<file path="src/verilog/ifr_regs.svh">
// Purpose: Register offsets, field positions and timing counts.
// Assumes: Byte-wide registers behind a 15-bit serial register address.
// Notes:   Included by both ends of the receiver configuration link.
`ifndef IFR_REGS_SVH
`define IFR_REGS_SVH

// ****************************************************************
// Application parameter registers
// ****************************************************************
`define IFR_ADDR_W      15
`define IFR_A_RATE0     15'h0100
`define IFR_A_RATE1     15'h0101
`define IFR_A_IFC0      15'h0102
`define IFR_A_IFC1      15'h0103
`define IFR_A_BW0       15'h0104
`define IFR_A_BW1       15'h0105
`define IFR_A_EXT_INDUCTOR_VALUE      15'h0106
`define IFR_A_MRGN0     15'h0107
`define IFR_A_MRGN2     15'h0109
`define IFR_A_IDAC      15'h010a
`define IFR_PAR_N       11

// ****************************************************************
// Control and status registers
// ****************************************************************
`define IFR_A_INIT      15'h0110
`define IFR_A_STAT      15'h0111
`define IFR_A_DSP       15'h0112
`define IFR_A_ATTEN     15'h0113
`define IFR_A_FSRED     15'h0114
`define IFR_A_THR_HI    15'h0115
`define IFR_A_THR_LO    15'h0116
`define IFR_INIT_GO     0
`define IFR_ST_BUSY     0
`define IFR_ST_DONE     1
`define IFR_ST_RANGE    2
`define IFR_DSP_DECI    1:0
`define IFR_DSP_DUAL    2
`define IFR_DSP_SHUF    3
`define IFR_DSP_RMS     4
`define IFR_DSP_SYNTH   5
`define IFR_DSP_RST     8'h28
`define IFR_THR_HI_RST  8'hc0
`define IFR_THR_LO_RST  8'h10

// ****************************************************************
// Limits and timing
// ****************************************************************
`define IFR_ATTEN_MAX   8'd27
`define IFR_FSRED_MAX   8'd12
`define IFR_RATE_MIN    16'd2000
`define IFR_RATE_MAX    16'd3200
`define IFR_SYNTH_MIN   16'd2940
`define IFR_CODE_MAX    5'sd8
`define IFR_CLK_MHZ     25
`define IFR_STEP_NS     2000
`define IFR_SPI_HALF    8
`define IFR_CMD_BITS    16
`define IFR_XFER_BITS   24
`endif

</file>
<file path="src/verilog/ifr_pkg.sv">
// Purpose: Shared types of the receiver configuration link.
// Assumes: Constants come from ifr_regs.svh.
// Notes:   Nothing here is imported; users write ifr_pkg::name.
`default_nettype none
package ifr_pkg;
  typedef logic [7:0] ifr_byte_t;
  typedef enum logic [2:0] {
    INIT_IDLE, INIT_REGUP, INIT_CAL, INIT_TUNE, INIT_PLL, INIT_DONE
  } ifr_init_e;
  typedef struct packed {
    logic [15:0] i;
    logic [15:0] q;
  } ifr_iq_s;
endpackage : ifr_pkg
`default_nettype wire

</file>
<file path="src/verilog/ifr_link_if.sv">
// Purpose: Serial register port and sample lanes between the two ends.
// Assumes: One system clock drives both ends.
// Notes:   The read-data pin floats high when nobody drives it.
`default_nettype none
interface ifr_link_if;
  logic        sclk;
  logic        csb_n;
  logic        sdi;
  logic        sdo_out;
  logic        sdo_oe_n;
  wire  logic  sdo;
  logic [15:0] lane0;
  logic [15:0] lane1;
  logic        lane_valid;
  logic        lane_ready;

  assign sdo = sdo_oe_n ? 1'b1 : sdo_out;

  modport dev (
    input  sclk, csb_n, sdi, lane_ready,
    output sdo_out, sdo_oe_n, lane0, lane1, lane_valid
  );
  modport host (
    input  sdo, lane0, lane1, lane_valid,
    output sclk, csb_n, sdi, lane_ready
  );
endinterface : ifr_link_if
`default_nettype wire

</file>
<file path="src/verilog/ifr_device.sv">
// Purpose: Receiver end: register file, one-shot init controller, datapath.
// Assumes: Serial pins arrive asynchronously and are synchronised here.
// Notes:   Contains the sample FIFO as a module of its own.
// What this block does
// - IF center held at 0x102/0x103.
// - Pass-band width held at 0x104/0x105.
// - Modulator clock rate held at 0x100/0x101.
// - Inductor value held at 0x106.
// - Resonator margin spans 0x107 to 0x109.
// - Feedback DAC full scale at 0x10A.
// - Controller runs regulator, calibration, tuning, PLL.
// - Controller disabled after initialization completes.
// - Quantizer code -8..+8 as five-bit word.
// - Shuffler rotates quantizer element selection.
// - Downconverter shifts pass band to zero.
// - Decimation factor 12, 16, 24 or 32.
// - 16-bit I/Q over one or two lanes.
// - Monitor peak or rms-like decimated power.
// - Thresholded level flags on four pins.
// - Attenuator 27 dB span, 1 dB steps.
// - Full scale reducible by at most 12 dB.
// - Synthesized clock 2.94 to 3.2 GHz.
// - Modulator clock within 2.0 to 3.2 GHz.
`include "ifr_regs.svh"
`default_nettype none

// ****************************************************************
// Sample FIFO
// ****************************************************************
module ifr_fifo #(
  parameter int W     = 32,
  parameter int DEPTH = 16
) (
  input  wire logic         clk_i,
  input  wire logic         rst_i,
  // Fill side
  input  wire logic         in_valid_i,
  output logic              in_ready_o,
  input  wire logic [W-1:0] in_data_i,
  // Drain side
  output logic              out_valid_o,
  input  wire logic         out_ready_i,
  output logic [W-1:0]      out_data_o
);
  localparam int AW = $clog2(DEPTH);
  logic [W-1:0] mem_q [DEPTH];
  logic [AW:0]  wr_q;
  logic [AW:0]  rd_q;

  assign in_ready_o  = (wr_q - rd_q) != (AW+1)'(DEPTH);
  assign out_valid_o = wr_q != rd_q;
  assign out_data_o  = mem_q[rd_q[AW-1:0]];

  always_ff @(posedge clk_i or posedge rst_i)
    if (rst_i)
      wr_q <= '0;
    else if (in_valid_i && in_ready_o)
      wr_q <= wr_q + 1'b1;

  always_ff @(posedge clk_i or posedge rst_i)
    if (rst_i)
      rd_q <= '0;
    else if (out_valid_o && out_ready_i)
      rd_q <= rd_q + 1'b1;

  always_ff @(posedge clk_i)
    if (in_valid_i && in_ready_o)
      mem_q[wr_q[AW-1:0]] <= in_data_i;
endmodule : ifr_fifo

// ****************************************************************
// Receiver end
// ****************************************************************
module ifr_device #(
  parameter int STEP_NS    = `IFR_STEP_NS,
  parameter int FIFO_DEPTH = 16
) (
  input  wire logic        clk_i,
  input  wire logic        rst_i,
  // Link to the host
  ifr_link_if.dev          link,
  // Flash quantizer stream
  input  wire logic [4:0]  quant_code_i,
  input  wire logic        quant_valid_i,
  output logic             quant_ready_o,
  // Analog control
  output logic [3:0]       init_stage_o,
  output logic [3:0]       shuffle_ptr_o,
  output logic [4:0]       atten_o,
  output logic [3:0]       fs_reduce_o,
  output logic [3:0]       gain_flag_o
);
  localparam int STEP_CYC_I = (STEP_NS * `IFR_CLK_MHZ + 999) / 1000;
  localparam int STEP_CYC   = STEP_CYC_I < 1 ? 1 : STEP_CYC_I;

  function automatic ifr_pkg::ifr_byte_t clamp(ifr_pkg::ifr_byte_t v,
                                               ifr_pkg::ifr_byte_t mx);
    return (v > mx) ? mx : v;
  endfunction : clamp

  // Lower address is the low byte.
  function automatic logic [15:0] pair(ifr_pkg::ifr_byte_t lo,
                                       ifr_pkg::ifr_byte_t hi);
    return {hi, lo};
  endfunction : pair

  // ****************************************************************
  // Serial port
  // ****************************************************************
  logic [2:0]  sclk_s;
  logic [1:0]  csb_s;
  logic [1:0]  sdi_s;
  logic [4:0]  bit_q;
  logic [15:0] cmd_q;
  logic [6:0]  dat_q;
  logic [7:0]  rd_sh_q;
  logic        sdo_q;
  logic        rd_en_q;
  logic        rise;
  logic        fall;
  logic [`IFR_ADDR_W-1:0] addr;
  logic        wr_stb;
  logic [7:0]  wr_dat;

  always_ff @(posedge clk_i or posedge rst_i)
    if (rst_i)
    begin
      sclk_s <= '0;
      csb_s  <= 2'b11;
      sdi_s  <= '0;
    end
    else
    begin
      sclk_s <= {sclk_s[1:0], link.sclk};
      csb_s  <= {csb_s[0], link.csb_n};
      sdi_s  <= {sdi_s[0], link.sdi};
    end

  assign rise   = sclk_s[1] & ~sclk_s[2] & ~csb_s[1];
  assign fall   = ~sclk_s[1] & sclk_s[2] & ~csb_s[1];
  assign addr   = cmd_q[`IFR_ADDR_W-1:0];
  assign wr_stb = rise && bit_q == 5'(`IFR_XFER_BITS - 1) && !cmd_q[15];
  assign wr_dat = {dat_q, sdi_s[1]};

  always_ff @(posedge clk_i or posedge rst_i)
    if (rst_i)
    begin
      bit_q <= '0;
      cmd_q <= '0;
      dat_q <= '0;
    end
    else if (csb_s[1])
      bit_q <= '0;
    else if (rise)
    begin
      bit_q <= bit_q + 1'b1;
      dat_q <= {dat_q[5:0], sdi_s[1]};
      // The command word freezes after 16 bits so the address survives.
      if (bit_q < 5'(`IFR_CMD_BITS))
        cmd_q <= {cmd_q[14:0], sdi_s[1]};
    end

  // ****************************************************************
  // Registers
  // ****************************************************************
  ifr_pkg::ifr_byte_t par_q [`IFR_PAR_N];
  ifr_pkg::ifr_byte_t dsp_q;
  ifr_pkg::ifr_byte_t atten_q;
  ifr_pkg::ifr_byte_t fsred_q;
  ifr_pkg::ifr_byte_t thr_hi_q;
  ifr_pkg::ifr_byte_t thr_lo_q;
  ifr_pkg::ifr_init_e st_q;
  logic               range_err_q;
  logic               go;

  // Parameter bytes are plain storage at 0x100 upward.
  always_ff @(posedge clk_i or posedge rst_i)
    if (rst_i)
      par_q <= '{default: '0};
    else if (wr_stb && addr >= `IFR_A_RATE0 && addr <= `IFR_A_IDAC)
      par_q[4'(addr - `IFR_A_RATE0)] <= wr_dat;

  always_ff @(posedge clk_i or posedge rst_i)
    if (rst_i)
    begin
      dsp_q    <= `IFR_DSP_RST;
      atten_q  <= '0;
      fsred_q  <= '0;
      thr_hi_q <= `IFR_THR_HI_RST;
      thr_lo_q <= `IFR_THR_LO_RST;
    end
    else if (wr_stb)
      unique case (addr)
        `IFR_A_DSP:    dsp_q    <= wr_dat;
        `IFR_A_ATTEN:  atten_q  <= clamp(wr_dat, `IFR_ATTEN_MAX);
        `IFR_A_FSRED:  fsred_q  <= clamp(wr_dat, `IFR_FSRED_MAX);
        `IFR_A_THR_HI: thr_hi_q <= wr_dat;
        `IFR_A_THR_LO: thr_lo_q <= wr_dat;
        default:       ;
      endcase

  assign go = wr_stb && addr == `IFR_A_INIT && wr_dat[`IFR_INIT_GO];

  function automatic ifr_pkg::ifr_byte_t rd_mux(logic [14:0] a);
    if (a >= `IFR_A_RATE0 && a <= `IFR_A_IDAC)
      return par_q[4'(a - `IFR_A_RATE0)];
    unique case (a)
      `IFR_A_STAT:   return {5'h00, range_err_q, st_q == ifr_pkg::INIT_DONE,
                             st_q != ifr_pkg::INIT_IDLE &&
                             st_q != ifr_pkg::INIT_DONE};
      `IFR_A_DSP:    return dsp_q;
      `IFR_A_ATTEN:  return atten_q;
      `IFR_A_FSRED:  return fsred_q;
      `IFR_A_THR_HI: return thr_hi_q;
      `IFR_A_THR_LO: return thr_lo_q;
      default:       return 8'h00;
    endcase
  endfunction : rd_mux

  // The first read bit leaves on the last command bit's rising edge, the rest on falling edges so the host sees them settled.
  always_ff @(posedge clk_i or posedge rst_i)
    if (rst_i)
    begin
      rd_en_q <= 1'b0;
      rd_sh_q <= '0;
      sdo_q   <= 1'b0;
    end
    else if (csb_s[1])
      rd_en_q <= 1'b0;
    else if (rise && bit_q == 5'(`IFR_CMD_BITS - 1) && cmd_q[14])
    begin
      rd_en_q <= 1'b1;
      {sdo_q, rd_sh_q} <= {rd_mux({cmd_q[13:0], sdi_s[1]}), 1'b0};
    end
    else if (fall && rd_en_q && bit_q >= 5'(`IFR_CMD_BITS + 1))
      {sdo_q, rd_sh_q} <= {rd_sh_q, 1'b0};

  assign link.sdo_out  = sdo_q;
  assign link.sdo_oe_n = ~rd_en_q;

  // ****************************************************************
  // One-shot initialization controller
  // ****************************************************************
  logic [15:0] step_q;
  logic [15:0] rate;
  logic        step_end;

  assign rate     = pair(par_q[0], par_q[1]);
  assign step_end = step_q == 16'(STEP_CYC - 1);

  always_ff @(posedge clk_i or posedge rst_i)
    if (rst_i)
      step_q <= '0;
    else if (st_q == ifr_pkg::INIT_IDLE || st_q == ifr_pkg::INIT_DONE
             || step_end)
      step_q <= '0;
    else
      step_q <= step_q + 1'b1;

  // DONE is terminal: a second start is ignored until reset.
  always_ff @(posedge clk_i or posedge rst_i)
    if (rst_i)
      st_q <= ifr_pkg::INIT_IDLE;
    else
      unique case (st_q)
        ifr_pkg::INIT_IDLE:  if (go) st_q <= ifr_pkg::INIT_REGUP;
        ifr_pkg::INIT_REGUP: if (step_end) st_q <= ifr_pkg::INIT_CAL;
        ifr_pkg::INIT_CAL:   if (step_end) st_q <= ifr_pkg::INIT_TUNE;
        ifr_pkg::INIT_TUNE:  if (step_end) st_q <= ifr_pkg::INIT_PLL;
        ifr_pkg::INIT_PLL:   if (step_end) st_q <= ifr_pkg::INIT_DONE;
        ifr_pkg::INIT_DONE:  st_q <= ifr_pkg::INIT_DONE;
      endcase

  always_ff @(posedge clk_i or posedge rst_i)
    if (rst_i)
      range_err_q <= 1'b0;
    else if (st_q == ifr_pkg::INIT_TUNE && step_end)
      range_err_q <= rate < `IFR_RATE_MIN || rate > `IFR_RATE_MAX
        || (dsp_q[`IFR_DSP_SYNTH] && rate < `IFR_SYNTH_MIN);

  assign init_stage_o = {st_q == ifr_pkg::INIT_PLL,
                         st_q == ifr_pkg::INIT_TUNE,
                         st_q == ifr_pkg::INIT_CAL,
                         st_q == ifr_pkg::INIT_REGUP};
  assign atten_o      = atten_q[4:0];
  assign fs_reduce_o  = fsred_q[3:0];

  // ****************************************************************
  // Datapath
  // ****************************************************************
  logic signed [4:0]  code;
  logic signed [15:0] acc_i_q;
  logic signed [15:0] acc_q_q;
  logic signed [15:0] mix_i;
  logic signed [15:0] mix_q;
  logic signed [15:0] sum_i;
  logic signed [15:0] sum_q;
  logic [15:0] phase_q;
  logic [4:0]  cnt_q;
  logic [4:0]  deci_last;
  logic [3:0]  peak_q;
  logic        ovl_q;
  logic [3:0]  mag;
  logic        take;
  logic        last;
  logic        fifo_ready;
  logic        fifo_valid;
  logic        beat_q;
  logic [7:0]  level;
  ifr_pkg::ifr_iq_s push_iq;
  ifr_pkg::ifr_iq_s pop_iq;

  // Codes outside -8..+8 are clamped to the nearest legal level.
  always_comb
  begin
    code = $signed(quant_code_i);
    if (code > `IFR_CODE_MAX)
      code = `IFR_CODE_MAX;
    else if (code < -`IFR_CODE_MAX)
      code = -`IFR_CODE_MAX;
  end

  assign mag = code[4] ? 4'(-code) : 4'(code);

  // Quarter-cycle rotation steered by the IF-center phase word.
  always_comb
    unique case (phase_q[15:14])
      2'd0: {mix_i, mix_q} = {16'(code), 16'sh0000};
      2'd1: {mix_i, mix_q} = {16'sh0000, 16'(-code)};
      2'd2: {mix_i, mix_q} = {16'(-code), 16'sh0000};
      2'd3: {mix_i, mix_q} = {16'sh0000, 16'(code)};
    endcase

  always_comb
    unique case (dsp_q[`IFR_DSP_DECI])
      2'd0: deci_last = 5'd11;
      2'd1: deci_last = 5'd15;
      2'd2: deci_last = 5'd23;
      2'd3: deci_last = 5'd31;
    endcase

  assign quant_ready_o = fifo_ready && st_q == ifr_pkg::INIT_DONE;
  assign take          = quant_valid_i && quant_ready_o;
  assign last          = cnt_q >= deci_last;
  assign sum_i         = acc_i_q + mix_i;
  assign sum_q         = acc_q_q + mix_q;
  assign push_iq       = '{i: sum_i <<< 6, q: sum_q <<< 6};

  always_ff @(posedge clk_i or posedge rst_i)
    if (rst_i)
    begin
      cnt_q   <= '0;
      acc_i_q <= '0;
      acc_q_q <= '0;
      phase_q <= '0;
    end
    else if (take)
    begin
      cnt_q   <= last ? 5'd0 : cnt_q + 1'b1;
      acc_i_q <= last ? 16'sh0000 : sum_i;
      acc_q_q <= last ? 16'sh0000 : sum_q;
      phase_q <= phase_q + pair(par_q[2], par_q[3]);
    end

  always_ff @(posedge clk_i or posedge rst_i)
    if (rst_i)
      shuffle_ptr_o <= '0;
    else if (take && dsp_q[`IFR_DSP_SHUF])
      shuffle_ptr_o <= shuffle_ptr_o + mag;

  // Level is block peak, or |I|+|Q| of the decimated word.
  assign level = dsp_q[`IFR_DSP_RMS]
    ? 8'((sum_i[15] ? -sum_i : sum_i) + (sum_q[15] ? -sum_q : sum_q))
    : {peak_q > mag ? peak_q : mag, 4'h0};

  always_ff @(posedge clk_i or posedge rst_i)
    if (rst_i)
    begin
      peak_q <= '0;
      ovl_q  <= 1'b0;
    end
    else if (take)
    begin
      peak_q <= last ? 4'h0 : (peak_q > mag ? peak_q : mag);
      ovl_q  <= last ? 1'b0 : (ovl_q || mag == 4'd8);
    end

  always_ff @(posedge clk_i or posedge rst_i)
    if (rst_i)
      gain_flag_o <= '0;
    else if (take && last)
      gain_flag_o <= {ovl_q || mag == 4'd8,
                      level <= thr_hi_q && level >= thr_lo_q,
                      level < thr_lo_q,
                      level > thr_hi_q};

  ifr_fifo #(.W(32), .DEPTH(FIFO_DEPTH)) u_fifo (
    .clk_i       (clk_i),
    .rst_i       (rst_i),
    .in_valid_i  (take && last),
    .in_ready_o  (fifo_ready),
    .in_data_i   (push_iq),
    .out_valid_o (fifo_valid),
    .out_ready_i (link.lane_ready && (dsp_q[`IFR_DSP_DUAL] || beat_q)),
    .out_data_o  (pop_iq)
  );

  // One lane carries I then Q; two lanes carry both in one beat.
  always_ff @(posedge clk_i or posedge rst_i)
    if (rst_i)
      beat_q <= 1'b0;
    else if (dsp_q[`IFR_DSP_DUAL])
      beat_q <= 1'b0;
    else if (fifo_valid && link.lane_ready)
      beat_q <= ~beat_q;

  assign link.lane_valid = fifo_valid;
  assign link.lane0      = (beat_q && !dsp_q[`IFR_DSP_DUAL]) ? pop_iq.q
                                                             : pop_iq.i;
  assign link.lane1      = dsp_q[`IFR_DSP_DUAL] ? pop_iq.q : 16'h0000;
endmodule : ifr_device
`default_nettype wire

</file>
<file path="src/flat_wrapper.sv">
// flat-port wrapper written by rule: the top's interface ports become plain ports
module ifr_device_flat 
#(
  parameter int STEP_NS    = `IFR_STEP_NS,
  parameter int FIFO_DEPTH = 16
)
  (clk_i, rst_i, quant_code_i, quant_valid_i, quant_ready_o, init_stage_o, shuffle_ptr_o, atten_o, fs_reduce_o, gain_flag_o, link_sclk, link_csb_n, link_sdi, link_lane_ready, link_sdo_out, link_sdo_oe_n, link_lane0, link_lane1, link_lane_valid);
  ifr_link_if link_i ();
  input  wire logic clk_i;
  input  wire logic rst_i;
  input  wire logic [4:0] quant_code_i;
  input  wire logic quant_valid_i;
  output logic quant_ready_o;
  output logic [3:0] init_stage_o;
  output logic [3:0] shuffle_ptr_o;
  output logic [4:0] atten_o;
  output logic [3:0] fs_reduce_o;
  output logic [3:0] gain_flag_o;
  input wire logic [$bits(link_i.sclk)-1:0] link_sclk;
  input wire logic [$bits(link_i.csb_n)-1:0] link_csb_n;
  input wire logic [$bits(link_i.sdi)-1:0] link_sdi;
  input wire logic [$bits(link_i.lane_ready)-1:0] link_lane_ready;
  output wire logic [$bits(link_i.sdo_out)-1:0] link_sdo_out;
  output wire logic [$bits(link_i.sdo_oe_n)-1:0] link_sdo_oe_n;
  output wire logic [$bits(link_i.lane0)-1:0] link_lane0;
  output wire logic [$bits(link_i.lane1)-1:0] link_lane1;
  output wire logic [$bits(link_i.lane_valid)-1:0] link_lane_valid;
  assign link_i.sclk = link_sclk;
  assign link_i.csb_n = link_csb_n;
  assign link_i.sdi = link_sdi;
  assign link_i.lane_ready = link_lane_ready;
  assign link_sdo_out = link_i.sdo_out;
  assign link_sdo_oe_n = link_i.sdo_oe_n;
  assign link_lane0 = link_i.lane0;
  assign link_lane1 = link_i.lane1;
  assign link_lane_valid = link_i.lane_valid;
  ifr_device #(.STEP_NS(STEP_NS), .FIFO_DEPTH(FIFO_DEPTH)) u_core (.clk_i(clk_i), .rst_i(rst_i), .link(link_i), .quant_code_i(quant_code_i), .quant_valid_i(quant_valid_i), .quant_ready_o(quant_ready_o), .init_stage_o(init_stage_o), .shuffle_ptr_o(shuffle_ptr_o), .atten_o(atten_o), .fs_reduce_o(fs_reduce_o), .gain_flag_o(gain_flag_o));
endmodule
</file>
<file path="config.mk">
export PLATFORM = sky130hd
export DESIGN_NAME = ifr_device_flat
export DESIGN_NICKNAME = d
export VERILOG_FILES = /design/src/verilog/ifr_pkg.sv /design/src/verilog/ifr_link_if.sv /design/src/verilog/ifr_device.sv /design/src/flat_wrapper.sv
export VERILOG_INCLUDE_DIRS = /design/src /design/src/verilog
export SDC_FILE = /design/constraint.sdc
export NUM_CORES = 1
export LEC_CHECK = 0
export BUFFER_PORTS_ARGS = -buffer_cell sky130_fd_sc_hd__buf_2
export CORE_MARGIN = 2
export CORE_UTILIZATION = 55
export CTS_BUF_LIST = sky130_fd_sc_hd__clkbuf_4 sky130_fd_sc_hd__clkbuf_8
export CTS_CLUSTER_DIAMETER = 80
export CTS_CLUSTER_SIZE = 10
export DETAILED_ROUTE_END_ITERATION = 12
export GPL_TIMING_DRIVEN = 1
export PLACE_DENSITY_LB_ADDON = 0.25
export SYNTH_ARGS = -nofsm -noshare
export SYNTH_HDL_FRONTEND = slang
export SYNTH_SLANG_ARGS = --single-unit
</file>
<file path="constraint.sdc">
create_clock -name clk_i -period 12.55 [get_ports clk_i]
set_clock_uncertainty 0.05 [all_clocks]
set_input_delay 2.51 -clock clk_i [delete_from_list [all_inputs] [get_ports clk_i]]
set_output_delay 2.51 -clock clk_i [all_outputs]
set_load 0.02 [all_outputs]
</file>
==> impl_results.rst <==
.. list-table::
   :header-rows: 1

   * - Metric
     - Value
   * - Residual antenna-violating net count after detailed routing
     - 0
   * - Top_reg_cell synth
     - edfxtp_1
   * - Clock net sink count
     - 589
   * - Tightest Hold Check Type
     - flip-flop to flip-flop
   * - Post-detail-place hpwl
     - 43800 µm
   * - First-iteration detailed-routing DRC count
     - 1638
   * - Buffer and inverter count on the worst path
     - 2
   * - Post-synth ARST share
     - 45.7%
   * - Combined area of all synthesized cells
     - 28100 µm²
   * - Number of antenna violations at the first check in global routing
     - 0
   * - Number of DRC violations after detailed routing
     - 0
   * - Number of antenna cells inserted
     - 0
   * - Number of synthesized register bits
     - 589
   * - Overall via count from detail_route
     - 17700
   * - Detailed-route vias per instance
     - 6.10
   * - Commonest cells after routing, fill and taps aside
     - 320 x edfxtp_1, 259 x dfrtp_1, 200 x nand2_1
   * - Master cell of the clock root buffer
     - clkbuf_8
   * - Number of CTS-inserted buffers
     - 69
   * - Placer Congestion
     - around 0.90
   * - Final-report setup violation count
     - 0
   * - Crit path launch type
     - primary input
   * - Initial standard-cell utilization of the core
     - between 50% and 60%
   * - Worst slack after detailed placement
     - 2920 ps
   * - Worst Path Arrival
     - slightly below 10000 ps
   * - Instance count after placement with tap cells included
     - about 2800
   * - Rows
     - 82
   * - Die Footprint
     - about 53000 µm²
   * - CTS tree
     - done
   * - Hold buffer count at cts
     - 0
   * - Buffers inserted by post-CTS timing repair
     - 0
   * - Chip height
     - ~230 µm
   * - Number of distinct library cells after synthesis
     - 78
   * - MaxCap Viol Count
     - 0
   * - Final instance count without filler cells
     - 2894
   * - Leakage power total
     - 12.3 nW
   * - DR WL/cell
     - 22.9 µm
   * - Actual slew at the worst max-slew pin
     - 1160 ps
   * - Final-report hold violation count
     - 0
   * - Most common cell after layout, fill and taps aside
     - edfxtp_1
   * - Number of input and output port buffers inserted
     - 56
   * - P&R area growth vs syn
     - 8.57%
   * - Element type at the critical path end
     - flip-flop
   * - Die X
     - 230 µm
   * - Share of the clock period used by the worst path after layout
     - between 70% and 80%
   * - Post-synth EDFFs
     - 320
   * - Wire length of the first global-routing pass
     - just over 100000 µm
   * - Max Transition Viols Final
     - 0
   * - Total power
     - approximately 4.5 mW
   * - Syn avg cell area
     - 13.3 µm²
   * - Clk pin slew, worst setup/hold paths
     - roughly 80 ps
   * - Library cell contributing the largest single delay on the critical path
     - a2111o_1
   * - Cell area power density
     - 146 nW/µm²
   * - Floorplan core area
     - 50300 µm²
   * - Required time of the critical path
     - 13040 ps
   * - Net total in the final layout
     - 2284
   * - Dominant cell type by count on the critical path
     - ha_1
   * - Class of the most critical setup path
     - primary input to flip-flop
   * - CP max FO
     - 11
   * - Post-Synthesis Cells
     - 2107
   * - First-pass detailed-route iteration total
     - 5
   * - Highest cell delay on the worst timing path
     - 440 ps
   * - Post-cts sizing count
     - 0
   * - Seq/Total Area, Yosys
     - between 50% and 60%
   * - Achievable frequency
     - roughly 110 MHz
   * - Min setup slack post-route
     - 3430 ps
   * - Slew HR
     - approximately 22%
   * - Post-layout min period
     - 9120 ps
   * - Kind of cell adding the most delay to the critical path
     - compound AO/OA/AOI/OAI gates
   * - Synthesis warning total
     - 0
   * - Total negative slack for setup checks
     - 0 ps
   * - Leftover overflow at the end of global routing
     - 0
   * - Share of post-route cells with drive strength above 1
     - 22.7%
   * - Via count of the first global-routing pass
     - 17600
   * - Final WL
     - 66300 µm
   * - Maximum number of pins on one net before global-route repair
     - 117
   * - Clock latency on the worst-skew pair
     - around 650 ps
   * - Run status
     - finished clean
   * - Max Root-Sink Buffers
     - 3
   * - Total routing resource utilization after global routing
     - 25.6%
   * - I/O pin total
     - 69
   * - Worst hold slack
     - 303 ps
   * - H-tree lvl count
     - 3
   * - Unrepaired setup endpoints after global routing
     - no
   * - Worst VDD drop
     - 0.0915 mV
-- per-layer routing --
metal	up-vias	GRT usage [%]	part of all wire (%)
met5	-	0	0
met4	0	7.54	2.1
met3	94	3.40	5.0
met2	485	44.2	51
met1	9110	34.1	42
li1	7964	-	-
-- synthesized netlist by cell type (all sizes together) (10+ instances only) --
master / n / area, µm²
mux4: 116 / 2610
nand3: 54 / 270
o211ai: 16 / 120
buf: 49 / 270
edfxtp: 320 / 9610
nor2b: 18 / 113
a21o: 20 / 150
nor2: 114 / 428
a211oi: 13 / 97.6
or2: 10 / 62.6
o31ai: 20 / 150
a21oi: 58 / 290
nor3: 31 / 160
xnor2: 44 / 385
nor4: 13 / 93.8
and3: 14 / 87.6
ha: 100 / 1250
o22ai: 14 / 87.6
a31oi: 15 / 93.8
inv: 80 / 300
clkbuf: 65 / 244
xor2: 42 / 368
nand4: 12 / 75.1
dfrtp: 262 / 6560
and2: 24 / 150
nand2: 203 / 769
mux2: 121 / 1360
nand2b: 24 / 150
o21ai: 110 / 551
mux2i: 11 / 110
-- registers in the layout (all words and copies together) (netlist names), 7 cells and up --
signal and flops:
u_core.phase_q 16, u_core.dat_q 7, u_core.acc_i_q 16, u_core.acc_q_q 16, u_core.fsred_q 8, u_core.par_q 88
u_core.rd_sh_q 7, u_core.u_fifo.mem_q 320, u_core.thr_hi_q 8, u_core.thr_lo_q 8, u_core.step_q 16, u_core.cmd_q 16
u_core.atten_q 8, u_core.dsp_q 8
-- cells by family (layout without fill, tap and decap cells) --
kind of cell | count (synthesis) | after routing | share of synthesized area, %
flops | 589 | 589 | 58.2
simple gates | 550 | 550 | 9.34
compound gates | 334 | 334 | 7.58
mux | 248 | 248 | 14.5
buf+inv | 194 | 298 | 2.90
fa+ha+maj | 105 | 105 | 4.81
xor+xnor | 86 | 86 | 2.68
other cells | 1 | 12 | 0.0133
-- final timing paths --
check | from | endpoint | slack, ps | cells after the start
max | quant_code_i[4] | u_core.gain_flag_o[0]$_DFFE_PP0P_ | 3430 | 30
min reg2reg | u_core.sclk_s[0]$_DFF_PP0_ | u_core.sclk_s[1]$_DFF_PP0_ | 300 | 0
min | u_core.sclk_s[0]$_DFF_PP0_ | u_core.sclk_s[1]$_DFF_PP0_ | 300 | 0
max reg2reg | u_core.phase_q[15]$_DFFE_PP0P_ | u_core.gain_flag_o[0]$_DFFE_PP0P_ | 5390 | 24
max in group asynchronous | rst_i | u_core.rd_sh_q[7]$_DFFE_PP0P_ | 8920 | 3
min in group asynchronous | rst_i | u_core.step_q[9]$_DFF_PP0_ | 1970 | 2
-- power by group --
group / switching [mW] / internal (mW)
clock network: 0.688 / 0.672
registers: 0.0880 / 2.07
logic: 0.506 / 0.434
total: 1.28 / 3.17
-- cell type report --
class	instances	area (µm²)
fill	3880	19800
sequential	589	16400
multi-input combinational	1335	11100
clock buffer	119	1340
tap	672	841
timing repair buffer	92	551
inverter	80	308
clock inverter	7	51.3
-- metrics by stage --
step                      cell area, µm²  util [%]
after floorplan                    28200         -
after global placement             29100      57.9
after detailed placement           29100      57.9
after CTS                          30500      60.7
after global routing               30500      60.7
final                              30500      60.7
Note: power is estimated with default switching activity, not from simulation.
